`src/core/veoc_map.vh`:
```
// register map, field positions and reset values of the encoder output configuration
// Behaviour
// reset low loads every default value
// sync-blanking bit only in three slave modes
// colour kill strips chroma from composite only
// pedestal off: blank equals black level
// pedestal on: black 7.5 IRE outside VBI
// chroma gain scaled per standard
// caption mode: none, field1, field2, both
// scan bit 0 gives interlaced 625/525
// second register resets to burst enable only
// scan bit 1 gives non-interlaced fields
// scan change applies at next frame start
// burst off suppresses composite burst only
// chroma filter bandwidth select, default 10
// blanking select wide or nominal VBI
`ifndef VEOC_MAP_VH
`define VEOC_MAP_VH
// ************
// register offsets (byte addresses, index times four)
// ************
`define VEOC_IDX_OPTIONS 8'h01
`define VEOC_IDX_SCANOSC 8'h02
`define VEOC_IDX_STATUS 8'h03
`define VEOC_IDX_MODE 8'h04
`define VEOC_ADDR_OPTIONS 8'h04
`define VEOC_ADDR_SCANOSC 8'h08
`define VEOC_ADDR_STATUS 8'h0c
`define VEOC_ADDR_MODE 8'h10
// ************
// field positions
// ************
`define VEOC_BIT_BLANK_SEL 7
`define VEOC_BIT_FLT_HI 6
`define VEOC_BIT_FLT_LO 5
`define VEOC_BIT_SYNC_BLANK 4
`define VEOC_BIT_COLOUR_KILL 3
`define VEOC_BIT_PEDESTAL 2
`define VEOC_BIT_CC_HI 1
`define VEOC_BIT_CC_LO 0
`define VEOC_BIT_NON_INTERLACED 7
`define VEOC_BIT_BURST_EN 5
// ************
// reset values
// ************
`define VEOC_RST_OPTIONS 8'h40
`define VEOC_RST_SCANOSC 8'h20
`define VEOC_RST_MODE 8'h00
// ************
// sync modes and levels
// ************
`define VEOC_SYNC_ODDEV_ONLY 3'h0
`define VEOC_SYNC_F_ONLY 3'h1
`define VEOC_SYNC_VSYNC_ONLY 3'h4
`define VEOC_STD_NTSC_M 2'h2
`define VEOC_PEDESTAL_CODE 8'h2a
`define VEOC_GAIN_SETUP 8'h74
`define VEOC_GAIN_NOSETUP 8'h80
`define VEOC_GAIN_PAL 8'h7c
`define VEOC_LINES_625 10'h271
`define VEOC_LINES_525 10'h20d
`define VEOC_LINES_312 10'h138
`define VEOC_LINES_262 10'h106
`define VEOC_RESP_OKAY 2'h0
`define VEOC_RESP_SLVERR 2'h2
`endif

```
`src/core/veoc_line_timer.v`:
```
// frame line counter: lines per field and field parity from scan mode
`timescale 1ns/1ps
`default_nettype none
`include "veoc_map.vh"
module veoc_line_timer (
   input wire clk,
   input wire reset,
   input wire line_start,
   input wire non_interlaced,
   input wire std_625,
   output reg [9:0] line_r,
   output reg field2_r,
   output wire frame_start
);
   wire [9:0] field_len;
   wire last_line;
   // non-interlaced uses two equal short fields
   assign field_len = non_interlaced ? (std_625 ? `VEOC_LINES_312 : `VEOC_LINES_262)
                      : (std_625 ? `VEOC_LINES_625 : `VEOC_LINES_525);
   assign last_line = (line_r == field_len - 10'h001);
   assign frame_start = line_start & last_line & (non_interlaced ? field2_r : 1'b1);
   // ************
   // line and field counting
   // ************
   always @(posedge clk or posedge reset) begin
      if (reset) begin
         line_r <= 10'h000;
         field2_r <= 1'b0;
      end else if (line_start) begin
         if (last_line) begin
            line_r <= 10'h000;
            field2_r <= non_interlaced ? ~field2_r : 1'b0;
         end else begin
            line_r <= line_r + 10'h001;
            // interlaced: second field starts half way through the frame
            if (!non_interlaced && line_r == {1'b0, field_len[9:1]})
               field2_r <= 1'b1;
         end
      end
   end
endmodule
`default_nettype wire

```
`src/core/veoc_config.v`:
```
// encoder output configuration: axi4-lite registers and output shaping controls
`timescale 1ns/1ps
`default_nettype none
`include "veoc_map.vh"
module veoc_config (
   input wire clk,
   input wire reset,
   input wire hw_reset_n,
   input wire line_start,
   input wire in_vbi_nominal,
   input wire in_vbi_wide,
   input wire [4:0] s_axi_awaddr,
   input wire s_axi_awvalid,
   output wire s_axi_awready,
   input wire [31:0] s_axi_wdata,
   input wire [3:0] s_axi_wstrb,
   input wire s_axi_wvalid,
   output wire s_axi_wready,
   output reg [1:0] s_axi_bresp,
   output reg s_axi_bvalid,
   input wire s_axi_bready,
   input wire [4:0] s_axi_araddr,
   input wire s_axi_arvalid,
   output wire s_axi_arready,
   output reg [31:0] s_axi_rdata,
   output reg [1:0] s_axi_rresp,
   output reg s_axi_rvalid,
   input wire s_axi_rready,
   output reg composite_chroma_en_r,
   output reg composite_burst_en_r,
   output reg [7:0] black_offset_r,
   output reg [7:0] chroma_gain_r,
   output reg [1:0] chroma_filter_sel_r,
   output reg caption_insert_r,
   output reg blank_line_r,
   output reg sync_blank_active_r,
   output reg non_interlaced_r,
   output reg field2_r,
   output reg [9:0] line_r
);
   // ************
   // register state
   // ************
   reg [7:0] options_r;
   reg [7:0] scanosc_r;
   reg [7:0] mode_r;
   reg aw_held_r;
   reg w_held_r;
   reg [4:0] awaddr_r;
   reg [7:0] wbyte_r;
   wire [9:0] line_w;
   wire field2_w;
   wire frame_start;
   wire soft_clr;
   wire do_write;
   wire [1:0] caption_field_mode;
   wire [2:0] sync_mode;
   wire [1:0] std_sel;

   // word decode shared by the response and the register write; mode and unmapped both give 0
   function [1:0] reg_sel;
      input [4:0] a;
      begin
         case ({3'h0, a})
            `VEOC_ADDR_OPTIONS: reg_sel = 2'h1;
            `VEOC_ADDR_SCANOSC: reg_sel = 2'h2;
            `VEOC_ADDR_STATUS: reg_sel = 2'h3;
            default: reg_sel = 2'h0;
         endcase
      end
   endfunction
   function mapped;
      input [4:0] a;
      begin
         mapped = ({3'h0, a} == `VEOC_ADDR_OPTIONS) || ({3'h0, a} == `VEOC_ADDR_SCANOSC) ||
                  ({3'h0, a} == `VEOC_ADDR_STATUS) || ({3'h0, a} == `VEOC_ADDR_MODE);
      end
   endfunction

   assign caption_field_mode = options_r[`VEOC_BIT_CC_HI:`VEOC_BIT_CC_LO];
   assign sync_mode = mode_r[4:2];
   assign std_sel = mode_r[1:0];
   // pin reset acts like the bus reset on the configuration bits only
   assign soft_clr = ~hw_reset_n;

   // ************
   // write channel: address and data in either order
   // ************
   assign s_axi_awready = ~aw_held_r & ~s_axi_bvalid;
   assign s_axi_wready = ~w_held_r & ~s_axi_bvalid;
   assign do_write = aw_held_r & w_held_r & ~s_axi_bvalid;
   always @(posedge clk or posedge reset) begin
      if (reset) begin
         aw_held_r <= 1'b0;
         w_held_r <= 1'b0;
         awaddr_r <= 5'h00;
         wbyte_r <= 8'h00;
         s_axi_bvalid <= 1'b0;
         s_axi_bresp <= `VEOC_RESP_OKAY;
      end else begin
         if (s_axi_awvalid && s_axi_awready) begin
            aw_held_r <= 1'b1;
            awaddr_r <= s_axi_awaddr;
         end
         if (s_axi_wvalid && s_axi_wready) begin
            w_held_r <= 1'b1;
            // only lane 0 carries data; a masked lane holds zero here and its register keeps old byte
            wbyte_r <= s_axi_wstrb[0] ? s_axi_wdata[7:0] : 8'h00;
         end
         if (do_write) begin
            aw_held_r <= 1'b0;
            w_held_r <= 1'b0;
            s_axi_bvalid <= 1'b1;
            s_axi_bresp <= (mapped(awaddr_r) && reg_sel(awaddr_r) != 2'h3) ? `VEOC_RESP_OKAY
                           : `VEOC_RESP_SLVERR;
         end else if (s_axi_bready) begin
            s_axi_bvalid <= 1'b0;
         end
      end
   end
   reg wstrb0_r;
   always @(posedge clk or posedge reset) begin
      if (reset)
         wstrb0_r <= 1'b0;
      else if (s_axi_wvalid && s_axi_wready)
         wstrb0_r <= s_axi_wstrb[0];
   end

   // ************
   // configuration registers
   // ************
   always @(posedge clk or posedge reset) begin
      if (reset) begin
         options_r <= `VEOC_RST_OPTIONS;
         scanosc_r <= `VEOC_RST_SCANOSC;
         mode_r <= `VEOC_RST_MODE;
      end else if (soft_clr) begin
         options_r <= `VEOC_RST_OPTIONS;
         scanosc_r <= `VEOC_RST_SCANOSC;
         mode_r <= `VEOC_RST_MODE;
      end else if (do_write && wstrb0_r && mapped(awaddr_r)) begin
         // status is read only: its write is refused with an error response
         case (reg_sel(awaddr_r))
            2'h1: options_r <= wbyte_r;
            2'h2: scanosc_r <= wbyte_r & 8'hef; // unused bit reads zero
            2'h0: mode_r <= {3'h0, wbyte_r[4:0]};
            default: mode_r <= mode_r;
         endcase
      end
   end

   // ************
   // read channel: one beat, answer the cycle after arvalid
   // ************
   assign s_axi_arready = ~s_axi_rvalid;
   always @(posedge clk or posedge reset) begin
      if (reset) begin
         s_axi_rvalid <= 1'b0;
         s_axi_rdata <= 32'h00000000;
         s_axi_rresp <= `VEOC_RESP_OKAY;
      end else if (s_axi_arvalid && s_axi_arready) begin
         s_axi_rvalid <= 1'b1;
         s_axi_rresp <= mapped(s_axi_araddr) ? `VEOC_RESP_OKAY : `VEOC_RESP_SLVERR;
         case ({3'h0, s_axi_araddr})
            `VEOC_ADDR_OPTIONS: s_axi_rdata <= {24'h000000, options_r};
            `VEOC_ADDR_SCANOSC: s_axi_rdata <= {24'h000000, scanosc_r};
            `VEOC_ADDR_STATUS: s_axi_rdata <= {20'h00000, field2_r, non_interlaced_r, line_r};
            `VEOC_ADDR_MODE: s_axi_rdata <= {24'h000000, mode_r};
            default: s_axi_rdata <= 32'h00000000;
         endcase
      end else if (s_axi_rready) begin
         s_axi_rvalid <= 1'b0;
      end
   end

   // ************
   // frame timing
   // ************
   veoc_line_timer u_timer (
      .clk(clk),
      .reset(reset),
      .line_start(line_start),
      .non_interlaced(non_interlaced_r),
      .std_625(~std_sel[1]),
      .line_r(line_w),
      .field2_r(field2_w),
      .frame_start(frame_start)
   );

   // ************
   // output shaping controls
   // ************
   always @(posedge clk or posedge reset) begin
      if (reset) begin
         non_interlaced_r <= 1'b0;
         composite_chroma_en_r <= 1'b1;
         composite_burst_en_r <= 1'b1;
         black_offset_r <= 8'h00;
         chroma_gain_r <= `VEOC_GAIN_NOSETUP;
         chroma_filter_sel_r <= 2'h2;
         caption_insert_r <= 1'b0;
         blank_line_r <= 1'b0;
         sync_blank_active_r <= 1'b0;
         field2_r <= 1'b0;
         line_r <= 10'h000;
      end else begin
         // scan change held off to frame start so a frame is cut short only when pin reset loads it at once
         if (frame_start || soft_clr)
            non_interlaced_r <= scanosc_r[`VEOC_BIT_NON_INTERLACED];
         field2_r <= field2_w;
         line_r <= line_w;
         // composite only; chroma and rgb paths never see these
         composite_chroma_en_r <= ~options_r[`VEOC_BIT_COLOUR_KILL];
         composite_burst_en_r <= scanosc_r[`VEOC_BIT_BURST_EN];
         // pedestal only outside the nominal vbi
         if (options_r[`VEOC_BIT_PEDESTAL] && !in_vbi_nominal)
            black_offset_r <= `VEOC_PEDESTAL_CODE;
         else
            black_offset_r <= 8'h00;
         // for std_sel 2 and 3 gain compensates the pedestal so chroma keeps its amplitude; 0 and 1 take the PAL gain
         if (std_sel != `VEOC_STD_NTSC_M && std_sel != 2'h3)
            chroma_gain_r <= `VEOC_GAIN_PAL;
         else
            chroma_gain_r <= options_r[`VEOC_BIT_PEDESTAL] ? `VEOC_GAIN_SETUP : `VEOC_GAIN_NOSETUP;
         chroma_filter_sel_r <= options_r[`VEOC_BIT_FLT_HI:`VEOC_BIT_FLT_LO];
         case (caption_field_mode)
            2'h1: caption_insert_r <= ~field2_w;
            2'h2: caption_insert_r <= field2_w;
            2'h3: caption_insert_r <= 1'b1;
            default: caption_insert_r <= 1'b0;
         endcase
         // wide vs nominal vbi; cgms and teletext use their own gating
         blank_line_r <= options_r[`VEOC_BIT_BLANK_SEL] ? in_vbi_nominal : in_vbi_wide;
         sync_blank_active_r <= options_r[`VEOC_BIT_SYNC_BLANK] &&
            (sync_mode == `VEOC_SYNC_ODDEV_ONLY || sync_mode == `VEOC_SYNC_F_ONLY ||
             sync_mode == `VEOC_SYNC_VSYNC_ONLY);
      end
   end
endmodule
`default_nettype wire

```
`config.mk`:
```
export PLATFORM = sky130hd
export DESIGN_NAME = veoc_config
export DESIGN_NICKNAME = d
export VERILOG_FILES = /design/src/core/veoc_line_timer.v /design/src/core/veoc_config.v
export VERILOG_INCLUDE_DIRS = /design/src /design/src/core
export SDC_FILE = /design/constraint.sdc
export NUM_CORES = 1
export LEC_CHECK = 0
export BUFFER_PORTS_ARGS = -buffer_cell sky130_fd_sc_hd__buf_2
export CELL_PAD_IN_SITES_DETAIL_PLACEMENT = 1
export CELL_PAD_IN_SITES_GLOBAL_PLACEMENT = 2
export CORE_MARGIN = 4
export CORE_UTILIZATION = 32
export CTS_CLUSTER_DIAMETER = 100
export DETAILED_ROUTE_END_ITERATION = 10
export HOLD_SLACK_MARGIN = 0.12
export PLACE_DENSITY = 0.82
export SLEW_MARGIN = 20
export SYNTH_ARGS = -nofsm -noshare
export SYNTH_HDL_FRONTEND = slang
export SYNTH_HIERARCHICAL = 1
export SYNTH_SLANG_ARGS = --single-unit
```
`constraint.sdc`:
```
create_clock -name clk -period 2.66 [get_ports clk]
set_input_delay 0.532 -clock clk [delete_from_list [all_inputs] [get_ports clk]]
set_output_delay 0.532 -clock clk [all_outputs]
set_load 0.05 [all_outputs]
```
==> out/summary.md <==
Summing all multi-input logic gate instances after layout gives 0.00184 mm². The global-route wire length before repair is 18,000 µm. From bottom edge to top edge, the die measures 124 µm.

The largest single stage delay on the critical path is 0.61 ns. Dividing the detail-routed via count by the number of cells gives 4.97. The clock passes through at most 2 buffers. Remaining global-route overflow: 0. For the final total power, the log shows 0.00430 W. Setup repair after global routing left no endpoint under its margin.

The run gives 11,300 µm as the total wire length after detailed routing. The synthesized design contains 0 enable-type register cells. The most used flip-flop cell after synthesis is dfrtp_1. The average size of a mapped cell was 10.7 µm²; the core area was 0.0132 mm². The number of hold buffers added after CTS was 0. Sequential area share after synthesis: 50.0%.

Clock skew on the completed layout was measured at 0.0111 ns. Number of I/O pins: 133. The relative area change from synthesis to final layout was 16.0%; the later-pin clock latency in the skew report was 0.34 ns.

For this design, the sink count on the clock tree is 86. Setup violations remaining at the end of the flow were counted as 0. The flip-flop and latch count after synthesis was 86. By count the netlist is led by dfrtp_1, nand2_1, buf_4.

The tools report the vias after detailed routing as 3,243. The signal on the critical path passes through inv_1, ha_1, nor3b_1, xnor2_1, nor4_4, mux2i_1. Clock-pin slew was measured on the worst setup and hold paths at 0.06 ns. In the final timing run, aggregate negative setup slack is 0 ns. The number of instances in the synthesized netlist was 402. Entering global routing, the biggest net connects 29 pins.

The worst setup path is launched from a flip-flop. For the number of failing hold endpoints at the final stage, the log shows 0. By instance count, the leading cell after synthesis is dfrtp_1.

The run gives 2.92 ns as the required time reported for the critical path endpoint. By startpoint and endpoint, the worst setup path is classified as reg -> reg. The H-tree was split into 3 levels. The number of antenna violations at the first check in global routing came out at 0. In the final routed layout, each cell accounts on average for 17.3 µm. In the routed design, unresolved DRC markers number 0. In the final design database the tool counted 534 nets. The share of flip-flops with an asynchronous set or reset is 100%. Distinct cell type count after synthesis: 59.

For this design, the slowest cell found on the critical path is nor4_4. The proportion of layout cells with a drive suffix above 1 came out at 26.7%. The horizontal die dimension was 124 µm.

STA classifies the critical path endpoint as a flip-flop. The clock period could shrink to 2.36 ns. The overall track demand over capacity in global routing was 15.2%. The fraction of synthesized cell area taken by the top area cell type works out to 46.4%.

In this run, CTS created clock tree buffers numbering 9. The congestion estimate from routability-driven global placement came to 0.779. The count of routing violations after the opening detailed-route iteration was 209; the starting density of the core was 32.6%. The maximum clock frequency is 0.423 GHz, and the via count of the first global-routing pass is 3,381. The count of antenna-violating nets left after detailed routing is 0. The wire-length estimate of the detail-placed layout is 8490 µm. Yosys printed 6 warnings. The floorplan step defined a die boundary enclosing 0.0154 mm².

The pre-antenna-repair detailed-routing pass consisted of 4 iterations. The summed instance area of the synthesized netlist came out at 0.00432 mm². Maximum fanout along the worst path: 10. TritonCTS built the clock tree.

The floorplan row count came out at 42. Data arrives at the worst endpoint at 2.62 ns. Port buffering added 76 buffers. Across all register-to-register paths, the minimum setup slack is 0.30 ns. Summed over all cells, the static leakage comes to 2.34 nW.

The power density of the placed cells was 858 mW/mm²; the number of slew-limit violations in the final report was 0. Counting the fill cells in the layout gives 1,540. The repair_antennas step left the layout with diodes totalling 0. The tools report the tightest slew margin relative to the limit as 56.2%. The worst path uses 88.9% of the clock period. For the number of resized instances in the post-cts repair step, the log shows 0. The worst-case reg-to-reg path depth works out to 6. The worst min-delay path category is in -> async. The synthesized design spends more area on one cell type than any other, namely dfrtp_1.

Post-CTS setup buffer count: 0. The tools report the startpoint of the worst register-to-register path as mode_r[1]. VDD sags by at most 0.299 mV. The flow ran to the end, and the final reports show no timing, DRC or antenna violations. In the post-synthesis netlist, the biggest area contributors are dfrtp_1, buf_4, nand2_1, mux2i_1, dfstp_2.

The tree is rooted in a clkbuf_16. The endpoint identified for the worst register-to-register timing path is u_timer/field2_r. The actual transition at the worst max-transition pin works out to 0.654 ns. Across the run, the number of max-cap violations was 0.

In the final layout, flip-flops and latches occupy 0.00216 mm².
-- kinds of logic (layout without fill, tap and decap cells) --
| group | count (synthesis) | after routing | share of synthesized area [%] |
|---|---|---|---|
| XOR/XNOR | 14 | 14 | 2.84 |
| multiplexers | 32 | 32 | 7.89 |
| flip-flops | 86 | 86 | 50.0 |
| AND/OR/NAND/NOR | 123 | 123 | 16.5 |
| AO/OA/AOI/OAI | 71 | 71 | 11.1 |
| buffers and inverters | 69 | 115 | 9.86 |
| adder cells (fa/ha/maj) | 6 | 6 | 1.74 |
| other | 1 | 29 | 0.0869 |
-- sequential cells by signal, summed over array words and instances (netlist names), 2 cells and up --
signal,flops
wbyte_r,8
s_axi_rdata,12
awaddr_r,5
chroma_gain_r,3
u_timer/line_r,10
chroma_filter_sel_r,2
options_r,8
mode_r,5
line_r,10
scanosc_r,7
-- where the power goes --
part           switching, W  internal (W)
registers          0.000320       0.00154
logic              0.000827      0.000345
clock network      0.000515      0.000750
total               0.00166       0.00263
-- cell type report --
type	instances	area share (%)
Clock buffer	10	4.77
Clock inverter	6	1.22
Inverter	17	1.28
Multi-Input combinational cell	275	36.7
Sequential cell	86	43.1
Tap cell	176	4.40
Timing Repair Buffer	82	8.50
-- worst max-delay path, delay by kind of cell, from the launching register on --
kind / cells / cell delay (ns)
simple gates: 2 / 0.88
flops: 1 / 0.45
buf+inv: 1 / 0.27
fa+ha+maj: 1 / 0.25
mux: 1 / 0.25
xor+xnor: 1 / 0.18
-- layout by cell type (no fill, tap or decap), types with 4 or more instances in the layout --
cell type / Yosys / layout
a32oi_1: 13 / 13
dfstp_2: 6 / 6
nor3_1: 4 / 4
buf_4: 38 / 6
nand2_1: 52 / 52
o21ai_0: 11 / 11
nor3b_1: 4 / 4
clkbuf_16: 0 / 9
inv_1: 16 / 15
dfrtp_1: 80 / 80
buf_2: 6 / 76
mux2_2: 10 / 10
xnor2_1: 11 / 11
o21ai_1: 13 / 13
a21oi_1: 12 / 12
ha_1: 6 / 6
mux2i_1: 16 / 16
nand4_1: 7 / 7
nor2_1: 19 / 19
o31ai_1: 5 / 5
conb_1: 1 / 29
mux2_1: 6 / 6
-- through the flow --
step | worst slack (ns) | hold WS [ns] | area [µm²] | util, % | cells
2_1_floorplan | 0.215 | 0.355 | 4420 | - | 430
3_3_place_gp | 0.395 | 0.371 | 4700 | 35.5 | 636
3_5_place_dp | 0.345 | 0.383 | 4700 | 35.5 | 636
4_1_cts | 0.322 | 0.232 | 5000 | 37.8 | 652
5_1_grt | 0.162 | 0.247 | 5000 | 37.8 | 652
6_report | 0.295 | 0.228 | 5000 | 37.8 | 652
-- layer usage --
layer  vias up  GRT usage (%)  part of all wire (%)
met3        16           2.59                   5.5
met2       118           23.6                    46
li1       1491              -                     -
met1      1618           20.8                    46
met5         -              0                     0
met4         0           7.12                   2.2
-- worst max-delay path by stage --
| stage | start | endpoint |
|---|---|---|
| final | mode_r[1] | u_timer/field2_r |
| after global routing | mode_r[1] | u_timer/field2_r |
| after detailed placement | mode_r[1] | u_timer/field2_r |
| after floorplan | non_interlaced_r | non_interlaced_r |
| after global placement | mode_r[1] | u_timer/field2_r |
| after CTS | mode_r[1] | u_timer/field2_r |
(Power assumes the default switching activity.)
